## src/lut_ram_map.svh

```systemverilog
// Constants for the lookup-table RAM cell.
// Assumes inclusion by the cell package and module only.
`ifndef LUT_RAM_MAP_SVH
`define LUT_RAM_MAP_SVH
`define LUT_DEPTH        16
`define LUT_ADDR_W       4
`define MODE_LEVEL_RAM   2'h0
`define MODE_EDGE_RAM    2'h1
`define MODE_DUAL_RAM    2'h2
`define MODE_LOGIC       2'h3
`define FF_SRC_F         2'h0
`define FF_SRC_G         2'h1
`define FF_SRC_H         2'h2
`define FF_SRC_CTRL0     2'h3
`define INIT_F_DEFAULT   16'h0000
`define INIT_G_DEFAULT   16'h0000
`define INIT_H_DEFAULT   8'hE8
`define WR_PHASE_LIMIT   2'h2
`endif

```

## src/lut_ram_pkg.sv

```systemverilog
// Types for the lookup-table RAM cell.
// Assumes the constant header is on the include path.
`include "lut_ram_map.svh"
package lut_ram_pkg;
    typedef enum logic [1:0] {
        level_ram  = 2'b00,
        edge_ram   = 2'b01,
        dual_ram   = 2'b10,
        comb_logic = 2'b11
    } fg_mode_t;

    typedef struct packed {
        logic       write_en;
        logic [3:0] addr_f;
        logic [3:0] addr_g;
        logic       control_input_zero;
        logic       control_input_one;
    } ram_req_t;

    typedef struct packed {
        logic       wclk_falling;
        logic       org_32x1;
        fg_mode_t   mode;
        logic [1:0] ff_src_x;
        logic [1:0] ff_src_y;
        logic       ff_opposite_edge;
    } ram_cfg_t;
endpackage

```

## src/lut_edge_triggered_ram.sv

```systemverilog
// Two-generator lookup-table RAM cell with synchronous write and
// combinational read. Assumes user logic on the same clock.
`include "lut_ram_map.svh"
`timescale 1ns/1ns
`default_nettype none
module lut_edge_triggered_ram
    import lut_ram_pkg::*;
#(
    parameter logic [15:0] INIT_F = `INIT_F_DEFAULT,
    parameter logic [15:0] INIT_G = `INIT_G_DEFAULT,
    parameter logic [7:0]  INIT_H = `INIT_H_DEFAULT,
    parameter int          DEPTH  = `LUT_DEPTH
) (
    input  wire logic     clock,
    input  wire logic     rstn,
    input  wire ram_req_t req,
    input  wire ram_cfg_t cfg,
    input  wire logic [3:0] dual_read_addr,
    output logic          ram_read_out_f,
    output logic          ram_read_out_g,
    output logic          ram_read_out,
    output logic          dual_read_out,
    output logic          h_out,
    output logic          ff_x_q,
    output logic          ff_y_q
);
    if (DEPTH != 16) begin : g_bad_depth
        $error("Depth must be 16");
    end

    // Function generator contents
    logic [15:0] mem_f_q;
    logic [15:0] mem_g_q;
    logic        wr_f;
    logic        wr_g;
    logic        data_f;
    logic        data_g;
    logic [3:0]  addr_g_eff;
    logic        wr_phase_q;
    logic        wr_phase_n_q;
    logic        active_edge;
    logic        ram_mode;
    // Write-phase bookkeeping
    logic        ff_load;
    logic [1:0]  since_active_q;

    function automatic logic ff_pick(input logic [1:0] src, input logic f,
                                     input logic g, input logic h, input logic c0);
        case (src)
            `FF_SRC_F: ff_pick = f;
            `FF_SRC_G: ff_pick = g;
            `FF_SRC_H: ff_pick = h;
            default:   ff_pick = c0;
        endcase
    endfunction

    // Fifth address bit decode, shared by both write enables
    function automatic logic half_hit(input logic org, input logic bit4, input logic upper);
        half_hit = !org || (bit4 == upper);
    endfunction

    // Single clock models both edges; polarity picks which phase writes
    always_ff @(posedge clock or negedge rstn) begin
        if (!rstn) begin
            wr_phase_q <= 1'b0;
        end else begin
            wr_phase_q <= ~wr_phase_q;
        end
    end
    assign wr_phase_n_q = ~wr_phase_q;
    // One polarity bit shared by both generators
    assign active_edge = cfg.wclk_falling ? wr_phase_q : wr_phase_n_q;
    assign ram_mode = (cfg.mode != comb_logic);

    // Phase after an active edge; a stalled count means the clock stopped there
    always_ff @(posedge clock or negedge rstn) begin
        if (!rstn) begin
            since_active_q <= 2'h0;
        end else if (active_edge) begin
            since_active_q <= 2'h0;
        end else if (since_active_q != 2'h3) begin
            since_active_q <= since_active_q + 2'h1;
        end
    end

    // 32x1 shares the F address and uses control one as fifth bit
    assign addr_g_eff = cfg.org_32x1 ? req.addr_f : req.addr_g;
    assign data_f = req.control_input_zero;
    assign data_g = cfg.org_32x1 ? req.control_input_zero : req.control_input_one;
    // Enable active high only, never inverted
    assign wr_f = ram_mode && active_edge && req.write_en
                  && half_hit(cfg.org_32x1, req.control_input_one, 1'b0);
    assign wr_g = ram_mode && active_edge && req.write_en
                  && half_hit(cfg.org_32x1, req.control_input_one, 1'b1)
                  && (cfg.mode != dual_ram);

    // Write pulse from captured address, data and enable
    always_ff @(posedge clock or negedge rstn) begin
        if (!rstn) begin
            mem_f_q <= INIT_F;
        end else if (wr_f) begin
            mem_f_q[req.addr_f] <= data_f;
        end
    end

    always_ff @(posedge clock or negedge rstn) begin
        if (!rstn) begin
            mem_g_q <= INIT_G;
        end else if (cfg.mode == dual_ram && wr_f) begin
            mem_g_q[req.addr_f] <= data_f;
        end else if (wr_g) begin
            mem_g_q[addr_g_eff] <= data_g;
        end
    end

    // Reads follow address, no clock involved
    always_comb begin
        ram_read_out_f = mem_f_q[req.addr_f];
        ram_read_out_g = mem_g_q[addr_g_eff];
        ram_read_out   = cfg.org_32x1 ? (req.control_input_one ? ram_read_out_g
                                                               : ram_read_out_f)
                                      : ram_read_out_f;
        dual_read_out  = mem_g_q[dual_read_addr];
        h_out = INIT_H[{req.control_input_one, ram_read_out_g, ram_read_out_f}];
    end

    // Output register on write edge or the opposite one
    assign ff_load = active_edge ^ cfg.ff_opposite_edge;
    always_ff @(posedge clock or negedge rstn) begin
        if (!rstn) begin
            ff_x_q <= 1'b0;
            ff_y_q <= 1'b0;
        end else if (ff_load) begin
            ff_x_q <= ff_pick(cfg.ff_src_x, ram_read_out_f, ram_read_out_g, h_out,
                              req.control_input_zero);
            ff_y_q <= ff_pick(cfg.ff_src_y, ram_read_out_f, ram_read_out_g, h_out,
                              req.control_input_zero);
        end
    end
endmodule
`default_nettype wire

```

## config.mk

```make
export PLATFORM = sky130hd
export DESIGN_NAME = lut_edge_triggered_ram
export DESIGN_NICKNAME = d
export VERILOG_FILES = /design/src/lut_ram_pkg.sv /design/src/lut_edge_triggered_ram.sv
export VERILOG_INCLUDE_DIRS = /design/src
export SDC_FILE = /design/constraint.sdc
export NUM_CORES = 1
export LEC_CHECK = 0
export BUFFER_PORTS_ARGS = -buffer_cell sky130_fd_sc_hd__buf_2
export CORE_MARGIN = 3
export CORE_UTILIZATION = 53
export CTS_BUF_LIST = sky130_fd_sc_hd__clkbuf_16
export CTS_CLUSTER_DIAMETER = 80
export CTS_CLUSTER_SIZE = 8
export DETAILED_ROUTE_END_ITERATION = 6
export GPL_TIMING_DRIVEN = 0
export PLACE_DENSITY_LB_ADDON = 0.08
export SETUP_SLACK_MARGIN = 0.2
export SLEW_MARGIN = 20
export SYNTH_ARGS = -nofsm -noshare
export SYNTH_HDL_FRONTEND = slang
export SYNTH_SLANG_ARGS = --single-unit
```

## constraint.sdc

```tcl
create_clock -name clock -period 2 [get_ports clock]
set_clock_uncertainty 0.1 [all_clocks]
set_input_delay 0.2 -clock clock [delete_from_list [all_inputs] [get_ports clock]]
set_output_delay 0.2 -clock clock [all_outputs]
set_load 0.01 [all_outputs]
```

==> results.sh, run 1 <==
export IMPL_status="finished, violations left"
export IMPL_violations="negative setup slack"
export IMPL_wl_per_cell_um=27.6
export IMPL_area_growth_pct=54.5
export IMPL_muxShareOfSynthArea_pct=21.9
export IMPL_synthAdderAreaFrac_pct=0.430
export IMPL_max_stage_delay_ps=540
export IMPL_cts_root_buf="clkbuf_16"
export IMPL_cp_cell_sequence="mux4_2 -> mux4_2 -> maj3_2 -> buf_6"
export IMPL_cp_start_kind="flip-flop"
export IMPL_num_rows=24
export IMPL_ys_ff_latch=35
export IMPL_hold_path_startpoint="cfg[2]"
export IMPL_synth_compound_area_share_pct=23.2
export IMPL_die_h_um=76.3
export IMPL_cts_made_buffers=5
export IMPL_initial_core_util_pct=57.4
export IMPL_drt_iter0_markers=524
export IMPL_crit_type="reg2out"
export IMPL_die_w_um=76.3
export IMPL_grt_use_total_pct=30.8
export IMPL_dr_pass1_iters=7
export IMPL_fin_nets=361
export IMPL_core_area_mm2=0.00456
export IMPL_grt_pass1_vias=2625
export IMPL_synth_xor_area_share_pct=1.29
export IMPL_vias_per_cell=7.68
export IMPL_grt_max_degree=36
export IMPL_die_area_mm2=0.00582
export IMPL_yosysTopAreaCell="dfrtp_1"
export IMPL_crit_start="mem_f_q[2]$_DFFE_PN0P_"
export IMPL_stdcell_area_mm2=0.00405
export IMPL_peakVddDrop_mv=0.541
export IMPL_final_max_slew_viol_count=0
export IMPL_hp_class="in2reg"
export IMPL_io_buffers=29
export IMPL_yosys_top_cells_area="dfrtp_1 (33%), mux2_2 (13%), mux4_2 (6.0%)"
export IMPL_hpwl_mm=5.78
export IMPL_finalWorstSetupSlack_ps=-448
export IMPL_min_path_cells=3
export IMPL_worst_setup_path_end_kind="primary output"
export IMPL_syn_inst=270
export IMPL_finalWeightedCongestion=0.970
export IMPL_power_per_cell_area_mw_per_mm2=554
export IMPL_synth_area_mm2=0.00262
export IMPL_vias=3081
export IMPL_hold_ws_ps=154
export IMPL_clock_latency_ps=290
export IMPL_cts_max_level=2
export IMPL_finalSetupViolCount=36
export IMPL_syn_area_per_cell_um2=9.70
export IMPL_hold_viol_final=0
export IMPL_reg2reg_from="mem_f_q[2]$_DFFE_PN0P_"
export IMPL_reg2reg_depth=7
export IMPL_synth_main_ff_cell="dfrtp_1"
export IMPL_clock_sink_count=35
export IMPL_period_minus_slack_ps=2450
export IMPL_grt_overflow=0
export IMPL_max_slew_margin_rel_pct=41.7
export IMPL_drcViolationCount=0
export IMPL_fmax_mhz=409
export IMPL_dpl_instance_area_mm2=0.00289
export IMPL_synth_top_cell_area_share_pct=33.4
export IMPL_crit_required_ps=1700
export IMPL_grt_pass1_wl_mm=14.1
export IMPL_ys_async_sr_fraction_pct=100
export IMPL_rsz0062_at_grt="true"
export IMPL_syn_nets=296
export IMPL_seq_area_frac_synth_pct=33.4
export IMPL_layout_drive_gt1_share_pct=60.1
export IMPL_drt_wl_total_mm=11.1
export IMPL_cp_arrival_ps=2150
export IMPL_yosysUniqueCellTypes=46
export IMPL_path_clk_slew_ps=50
export IMPL_crit_path_frequent_cell="mux4_2"
export IMPL_cts_tree="done"
export IMPL_io_pins=33
export IMPL_ant_nets=0
export IMPL_min_period_over_period_pct=122
export IMPL_yosysWarnings=0
export IMPL_antenna_found_initial=0
export IMPL_synthSimpleGateAreaFrac_pct=16.3
export IMPL_antenna_cells=0
export IMPL_tightest_slew_ps=874
export IMPL_slowest_stage="mux4_2"
export IMPL_critPathMaxFanout=2
export IMPL_maxCapViolCount=0
export IMPL_p_leak_nw=1.69
export IMPL_synth_top_family_by_area="compound AO/OA/AOI/OAI gates"
export IMPL_fillers=213
export IMPL_clockBufferDepth=2
export IMPL_synth_edf_count=0
==> Yosys cell counts, types with 4 or more instances <==
library cell  instances
a21oi_1               5
a22o_1                5
a22oi_1               5
a32oi_1              15
a41oi_1               5
and2_1                4
buf_2                 4
clkbuf_1              9
dfrtp_1              35
inv_1                 6
mux2_2               30
mux4_2                7
nand2_1              24
nand2b_1              4
nand3_1               8
nand4_1               4
nor2_1               23
nor2b_1               4
o21ai_0              19
o22ai_1              12
==> critical path: cells and delay by family (launching register included) <==
kind,cells,cell delay (ps)
muxes,2,1000
buffers and inverters,1,130
DFF,1,390
adders and majority gates,1,330
==> placed cells by master (no fill, tap or decap), types with 6 or more instances in the layout <==
cell,count
buf_2,25
buf_4,18
nand2_1,19
nor2_1,9
nor2_4,13
o21ai_1,6
nand3_1,6
buf_6,16
inv_1,7
a32oi_2,13
o22ai_1,11
clkbuf_16,6
dfrtp_1,33
o21ai_2,10
mux4_2,10
mux2_4,27
==> timing repair <==
action,4_1_cts,5_1_grt
hold buffers,1,0
endpoints found under the setup margin,39,39
gates resized for setup,115,68
cloned,1,0
hold endpoints to repair,35,0
buffers inserted,12,15
pin swaps,27,26
==> registers in the layout (all words and copies together) (netlist names) <==
register / count
mem_f_q: 16
mem_g_q: 16
ff_x_q: 1
ff_y_q: 1
wr_phase_q: 1
==> power by group <==
group	leakage (nW)	total (mW)	internal (mW)	switching, mW
Clock	0.0701	0.746	0.448	0.298
Sequential	0.465	0.818	0.773	0.0453
Combinational	1.15	0.678	0.311	0.366
==> stage by stage <==
| stage | total power, mW | utilization (%) | std cells | TNS, ps | setup WS [ps] |
|---|---|---|---|---|---|
| 3_5_place_dp | 1.23 | 63.3 | 364 | -6270 | -503 |
| 3_3_place_gp | 1.22 | 63.3 | 364 | -6010 | -523 |
| 2_1_floorplan | 1.08 | - | 270 | -7.68 | -7.68 |
| 6_report | 2.24 | 88.7 | 401 | -7120 | -448 |
| 5_1_grt | 2.30 | 88.7 | 401 | -7520 | -462 |
| 4_1_cts | 2.10 | 79.6 | 386 | -2970 | -405 |
==> layer usage <==
layer	track usage (%)	up-vias	share of wire [%]	wire, um
li1	-	1205	-	-
met1	44.6	1450	37	4130
met2	45.4	325	43	4800
met3	6.97	101	13	1450
met4	10.9	0	6.2	681
met5	0	-	0	0
==> cell families (layout without fill, tap and decap cells) <==
| logic type | count (synthesis) | after routing |
|---|---|---|
| AND/OR/NAND/NOR | 86 | 86 |
| XOR/XNOR | 3 | 3 |
| flip-flops | 35 | 35 |
| adder cells (fa/ha/maj) | 1 | 1 |
| AO/OA/AOI/OAI | 84 | 84 |
| multiplexers | 40 | 40 |
| buffers and inverters | 21 | 87 |
==> final cells by class <==
cell class / instances / area [um^2] / area share (%)
clock buffers: 5 / 125 / 3.09
well taps: 65 / 81.3 / 2.01
clock inverters: 3 / 11.3 / 0.278
multi-input cells: 214 / 2360 / 58.4
plain buffers: 14 / 115 / 2.84
inverters: 7 / 26.3 / 0.649
flip-flops and latches: 35 / 878 / 21.7
repair buffers: 58 / 448 / 11.1
==> path summary, 6_finish.rpt <==
path                                            to  slack, ps
hold reg to reg            mem_f_q[10]$_DFFE_PN0P_        400
min in group asynchronous  mem_f_q[13]$_DFFE_PN0P_        460
setup / recovery                             h_out       -450
max in group asynchronous  mem_g_q[11]$_DFFE_PN0P_        760
setup reg to reg                ff_y_q$_DFFE_PN0P_       -300
hold / removal                  ff_y_q$_DFFE_PN0P_        150
No activity file was read; power rests on OpenSTA's default activity.
==> run 2, diff against run 1 <==
--- a/config.mk
+++ b/config.mk
@@ -14,7 +14,7 @@
 export CTS_CLUSTER_SIZE = 8
 export DETAILED_ROUTE_END_ITERATION = 6
 export GPL_TIMING_DRIVEN = 0
-export PLACE_DENSITY_LB_ADDON = 0.08
+export PLACE_DENSITY = 0.82
 export SETUP_SLACK_MARGIN = 0.2
 export SLEW_MARGIN = 20
 export SYNTH_ARGS = -nofsm -noshare
==> results.sh, run 2 (same netlist as run 1, synthesis figures left out) <==
export IMPL_routed_wl_met2_mm=5.33
export IMPL_cp_start_kind="flip-flop"
export IMPL_crit_start="mem_f_q[9]$_DFFE_PN0P_"
export IMPL_mostFrequentLayoutCell="dfrtp_1"
export IMPL_violations="negative setup slack"
export IMPL_cp_buffers_inverters=1
export IMPL_seqPwrFrac_pct=32.6
export IMPL_hp_class="in2reg"
export IMPL_p_leak_nw=1.72
export IMPL_p_comb_share_pct=27.1
export IMPL_grt_overflow=0
export IMPL_io_buffers=29
export IMPL_wl_per_cell_um=32.0
export IMPL_netSwitchingPower_mw=0.754
export IMPL_vias_per_cell=8.14
export IMPL_rsz0062_at_grt="true"
export IMPL_antenna_cells=0
export IMPL_fin_cells=395
export IMPL_cts_tree="done"
export IMPL_place_inst=364
export IMPL_core_area_mm2=0.00456
export IMPL_p_sw_share_pct=29.7
export IMPL_crit_path_frequent_cell="mux4_2"
export IMPL_min_period_over_period_pct=123
export IMPL_clockBufferDepth=2
export IMPL_stdcell_area_mm2=0.00403
export IMPL_layout_drive_gt1_share_pct=59.4
export IMPL_cp_arrival_ps=2170
export IMPL_finalWeightedCongestion=1.02
export IMPL_worst_setup_path_end_kind="primary output"
export IMPL_fin_nets=355
export IMPL_fmax_mhz=406
export IMPL_final_max_slew_viol_count=0
export IMPL_drt_wl_total_mm=12.7
export IMPL_hpwl_mm=5.83
export IMPL_ant_nets=0
export IMPL_num_rows=24
export IMPL_crit_type="reg2out"
export IMPL_maxCapViolCount=0
export IMPL_wl_met3_mm=1.79
export IMPL_period_minus_slack_ps=2470
export IMPL_grt_pass1_wl_mm=16.9
export IMPL_antenna_found_initial=0
export IMPL_final_cell_mix="dfrtp_1 (33), mux2_4 (28), buf_2 (25)"
export IMPL_peakVddDrop_mv=0.831
export IMPL_top_regs="mem_f_q x16, mem_g_q x16"
export IMPL_clock_sink_count=35
export IMPL_cts_max_level=2
export IMPL_die_area_mm2=0.00582
export IMPL_drt_iter0_markers=662
export IMPL_finalWorstSetupSlack_ps=-466
export IMPL_status="finished, violations left"
export IMPL_tightest_slew_ps=920
export IMPL_max_slew_margin_rel_pct=38.7
export IMPL_fin_tns_setup_ps=-5950
export IMPL_grt_max_degree=36
export IMPL_power_per_cell_area_mw_per_mm2=630
export IMPL_cts_made_buffers=5
export IMPL_slowest_stage="mux4_2"
export IMPL_cp_cell_sequence="mux4_2 -> mux4_2 -> maj3_2 -> buf_6"
export IMPL_io_pins=33
export IMPL_drcViolationCount=0
export IMPL_hold_viol_final=0
export IMPL_internal_power_mw=1.78
export IMPL_wl_met1_mm=4.38
export IMPL_vias=3216
export IMPL_finalSetupViolCount=36
export IMPL_die_w_um=76.3
export IMPL_dr_pass1_iters=6
export IMPL_highest_layer="met4"
export IMPL_initial_core_util_pct=57.4
export IMPL_grt_use_total_pct=37.3
export IMPL_reg2reg_from="mem_f_q[9]$_DFFE_PN0P_"
export IMPL_grt_pass1_vias=3032
export IMPL_cts_root_buf="clkbuf_16"
export IMPL_die_h_um=76.3
export IMPL_crit_required_ps=1700
export IMPL_path_delay_family="multiplexers"
export IMPL_hold_path_startpoint="cfg[2]"
export IMPL_critPathMaxFanout=3
export IMPL_power_frac_clock_pct=40.3
export IMPL_clock_latency_ps=290
export IMPL_area_growth_pct=53.8
export IMPL_path_clk_slew_ps=60
export IMPL_max_stage_delay_ps=540
export IMPL_dpl_instance_area_mm2=0.00289
run 2: worst reg2reg max path: stages (launching register included):
cell	delay (ps)
dfrtp_1	400
mux4_2	480
mux4_2	540
buf_4	170
buf_6	130
a211oi_4	180
o31a_1	190
a41oi_1	50
run 2: worst paths after layout:
| check | endpoint | slack, ps | cells past startpoint |
|---|---|---|---|
| max | h_out | -470 | 4 |
| min | ff_y_q$_DFFE_PN0P_ | 160 | 3 |
| max reg2reg | ff_x_q$_DFFE_PN0P_ | -370 | 7 |
| min reg2reg | wr_phase_q$_DFF_PN0_ | 410 | 1 |
| max in group asynchronous | mem_g_q[10]$_DFFE_PN0P_ | 810 | 2 |
| min in group asynchronous | mem_f_q[1]$_DFFE_PN0P_ | 440 | 2 |
run 2: timing repair:
action	4_1_cts	5_1_grt
resized for setup	127	50
pin swaps	26	19
buffers inserted	13	9
hold buffers	1	0
endpoints found under the setup margin	39	39
cloned	0	0
hold endpoints to repair	35	0
run 2: per-stage QoR:
stage          hold slack, ps  power (mW)  util (%)  setup slack [ps]
6_report                  157        2.54      88.3              -466
5_1_grt                   202        2.59      88.3              -491
4_1_cts                   158        2.38      82.0              -414
3_5_place_dp              224        1.23      63.3              -499
3_3_place_gp              199        1.22      63.3              -476
2_1_floorplan            -196        1.08         -             -7.68
run 2: power groups by stage:
stage	combinational [mW]	clock, mW	sequential (mW)
3_3_place_gp	0.399	0	0.817
2_1_floorplan	0.277	0	0.807
3_5_place_dp	0.411	0	0.821
4_1_cts	0.550	1.02	0.811
5_1_grt	0.702	1.07	0.827
6_report	0.687	1.02	0.828
run 2: layer usage:
metal / up-vias / GRT usage [%]
met4: 0 / 22.5
li1: 1185 / -
met3: 142 / 12.3
met1: 1488 / 46.0
met2: 401 / 56.6
met5: - / 0
run 2: layout make-up:
class	count	area, um^2
Tap cell	65	81.3
Multi-Input combinational cell	214	2350
Sequential cell	35	878
Inverter	7	26.3
Fill cell	185	534
Clock buffer	5	125
Buffer	14	103
Clock inverter	3	67.6
Timing Repair Buffer	52	400
==> run 3, diff against run 2 <==
--- a/config.mk
+++ b/config.mk
@@ -6,6 +6,7 @@
 export SDC_FILE = /design/constraint.sdc
 export NUM_CORES = 1
 export LEC_CHECK = 0
+export ABC_AREA = 1
 export BUFFER_PORTS_ARGS = -buffer_cell sky130_fd_sc_hd__buf_2
 export CORE_MARGIN = 3
 export CORE_UTILIZATION = 53
==> results.sh, run 3 <==
export IMPL_status="finished, violations left"
export IMPL_violations="design-rule violations, negative setup slack"
export IMPL_drt_iter0_markers=637
export IMPL_r2r_end="ff_x_q$_DFFE_PN0P_"
export IMPL_ys_ff_latch=35
export IMPL_layout_drive_gt1_share_pct=39.2
export IMPL_maxCapViolCount=0
export IMPL_path_delay_family="simple AND/OR/NAND/NOR gates"
export IMPL_antenna_cells=0
export IMPL_fin_total_pwr_mw=2.61
export IMPL_hold_path_startpoint="cfg[1]"
export IMPL_period_minus_slack_ps=2250
export IMPL_yosys_top_cells_area="dfrtp_1 (32%), nand2_1 (19%), nor2_1 (7.3%)"
export IMPL_p_leak_nw=1.98
export IMPL_die_w_um=78.2
export IMPL_synth_common_cells="nand2_1 (137), nor2_1 (54), inv_1 (48)"
export IMPL_drt_wl_total_mm=12.2
export IMPL_syn_inst=433
export IMPL_vias_per_cell=6.49
export IMPL_path_clk_slew_ps=60
export IMPL_cts_made_buffers=5
export IMPL_synth_area_mm2=0.00276
export IMPL_io_pins=33
export IMPL_seq_area_frac_synth_pct=31.7
export IMPL_cp_start_kind="flip-flop"
export IMPL_syn_area_per_cell_um2=6.38
export IMPL_antenna_found_initial=0
export IMPL_cp_arrival_ps=2300
export IMPL_tightest_slew_ps=816
export IMPL_reg2reg_from="mem_f_q[7]$_DFFE_PN0P_"
export IMPL_ff2ff_setup_slack_ps=-250
export IMPL_cp_buffers_inverters=2
export IMPL_final_max_slew_viol_count=0
export IMPL_finalWorstSetupSlack_ps=-246
export IMPL_finalWeightedCongestion=0.898
export IMPL_peakVddDrop_mv=0.864
export IMPL_hold_viol_final=0
export IMPL_cts_tree="done"
export IMPL_die_area_mm2=0.00611
export IMPL_dr_pass1_iters=7
export IMPL_synth_most_common_cell="nand2_1"
export IMPL_core_area_mm2=0.00488
export IMPL_max_slew_margin_rel_pct=45.6
export IMPL_path_depth=16
export IMPL_clockBufferDepth=2
export IMPL_top_regs="mem_f_q x16, mem_g_q x16"
export IMPL_wl_per_cell_um=21.1
export IMPL_initial_core_util_pct=56.6
export IMPL_hp_class="in2reg"
export IMPL_fin_nets=535
export IMPL_critPathMaxFanout=4
export IMPL_crit_required_ps=2060
export IMPL_yosysWarnings=0
export IMPL_grt_max_degree=36
export IMPL_mostFrequentLayoutCell="nand2_1"
export IMPL_fmax_mhz=445
export IMPL_dpl_instance_area_mm2=0.00300
export IMPL_grt_pass1_vias=2977
export IMPL_synth_main_ff_cell="dfrtp_1"
export IMPL_final_cell_mix="nand2_1 (117), inv_1 (42), dfrtp_1 (35)"
export IMPL_yosysUniqueCellTypes=38
export IMPL_cts_root_buf="clkbuf_16"
export IMPL_crit_type="reg2reg"
export IMPL_reg2reg_depth=16
export IMPL_vias=3743
export IMPL_synth_top_cell_area_share_pct=31.7
export IMPL_syn_nets=459
export IMPL_crit_path_frequent_cell="nand2_1"
export IMPL_power_per_cell_area_mw_per_mm2=614
export IMPL_num_rows=25
export IMPL_max_stage_delay_ps=420
export IMPL_place_ws_ps=4.87
export IMPL_finish_utilization_pct=87.2
export IMPL_worst_setup_path_end_kind="flip-flop"
export IMPL_hpwl_mm=6.05
export IMPL_clock_sink_count=35
export IMPL_io_buffers=30
export IMPL_rsz0062_at_grt="true"
export IMPL_grt_pass1_wl_mm=14.7
export IMPL_hold_ws_ps=194
export IMPL_min_period_over_period_pct=112
export IMPL_slowest_stage="dfrtp_1"
export IMPL_hold_path_end="ff_y_q$_DFFE_PN0P_"
export IMPL_ys_async_sr_fraction_pct=100
export IMPL_stdcell_area_mm2=0.00425
export IMPL_ant_nets=0
export IMPL_clock_latency_ps=290
export IMPL_grt_use_total_pct=30.5
export IMPL_synth_edf_count=0
export IMPL_drcViolationCount=26
export IMPL_cts_max_level=2
export IMPL_grt_overflow=0
export IMPL_finalSetupViolCount=5
export IMPL_area_growth_pct=54.1
export IMPL_die_h_um=78.2
export IMPL_yosysTopAreaCell="dfrtp_1"
export IMPL_min_path_cells=4
export IMPL_cp_cell_sequence="nand2_1 -> nand2_1 -> nand2_1 -> nand3_1 -> nand2_1 -> nand2_2 -> nor2_4 -> nand2_1 -> o21ai_1 -> nand2_1 -> buf_4 -> buf_6 -> nand2_2 -> nand2_1 -> nand2_1 -> nand2_1"
[run 3: changes by cell type after synthesis, sizes merged, moves of 5 or more]
cell	delta
a2111oi	-5
a22o	-5
a32oi	-15
a41oi	-5
inv	+43
mux2	-30
mux4	-10
nand2	+118
nand3	+5
nor2	+34
nor3	+16
o21ai	+42
o22ai	-11
[run 3: through the flow]
| stage | setup TNS, ps | std cells |
|---|---|---|
| after floorplan | 0 | 433 |
| after global placement | 0 | 530 |
| after detailed placement | 0 | 530 |
| after CTS | 0 | 556 |
| after global routing | -1020 | 577 |
| final | -719 | 577 |
[run 3: kinds of logic after synthesis]
logic type,after synthesis,synth area share [%]
XOR/XNOR,2,0.906
flip-flops,35,31.7
multiplexers,1,0.362
AND/OR/NAND/NOR,237,36.5
AO/OA/AOI/OAI,94,20.5
buffers and inverters,64,9.97
[run 3: worst max path at each step]
stage	end	slack [ps]	start
after floorplan	mem_g_q[7]$_DFFE_PN0P_	260	wr_phase_q$_DFF_PN0_
after global placement	mem_g_q[8]$_DFFE_PN0P_	10	wr_phase_q$_DFF_PN0_
after detailed placement	mem_g_q[2]$_DFFE_PN0P_	5	wr_phase_q$_DFF_PN0_
after CTS	h_out	110	mem_f_q[11]$_DFFE_PN0P_
after global routing	ff_x_q$_DFFE_PN0P_	-330	mem_f_q[7]$_DFFE_PN0P_
final	ff_x_q$_DFFE_PN0P_	-250	mem_f_q[7]$_DFFE_PN0P_
[run 3: power breakdown]
group | internal (mW) | total [mW] | switching (mW) | leakage [nW]
clock | 0.589 | 0.933 | 0.343 | 0.0818
sequential | 0.800 | 0.856 | 0.0558 | 0.443
combinational | 0.304 | 0.824 | 0.520 | 1.46
total | 1.69 | 2.61 | 0.919 | 1.98
[run 3: worst reg2reg max path, stage by stage (launching register included)]
cell	delay, ps
dfrtp_1	420
nand2_1	120
nand2_1	70
nand2_1	80
nand3_1	90
nand2_1	100
nand2_2	80
nor2_4	150
nand2_1	100
o21ai_1	140
nand2_1	130
buf_4	150
buf_6	110
nand2_2	40
nand2_1	50
nand2_1	100
nand2_1	90
[run 3: layout make-up]
class | instances | area (um^2)
multi-input combinational | 335 | 2200
clock buffer | 5 | 125
fill | 246 | 626
clock inverter | 3 | 42.5
tap | 67 | 83.8
timing repair buffer | 68 | 592
sequential | 35 | 876
inverter | 51 | 201
buffer | 13 | 134
[run 3: repair_timing]
action,4_1_cts,5_1_grt
hold buffers,1,0
gates resized for setup,84,118
endpoints found under the hold margin,35,0
endpoints found under the setup margin,27,35
pin swaps,24,35
gates cloned,1,5
setup buffers,16,16
[run 3: routing by layer]
layer / track usage, % / up-vias / part of all wire (%)
li1: - / 1571 / -
met2: 50.8 / 331 / 46
met4: 8.04 / 0 / 7.1
met5: 0 / - / 0
met3: 5.05 / 103 / 11
met1: 41.3 / 1738 / 36
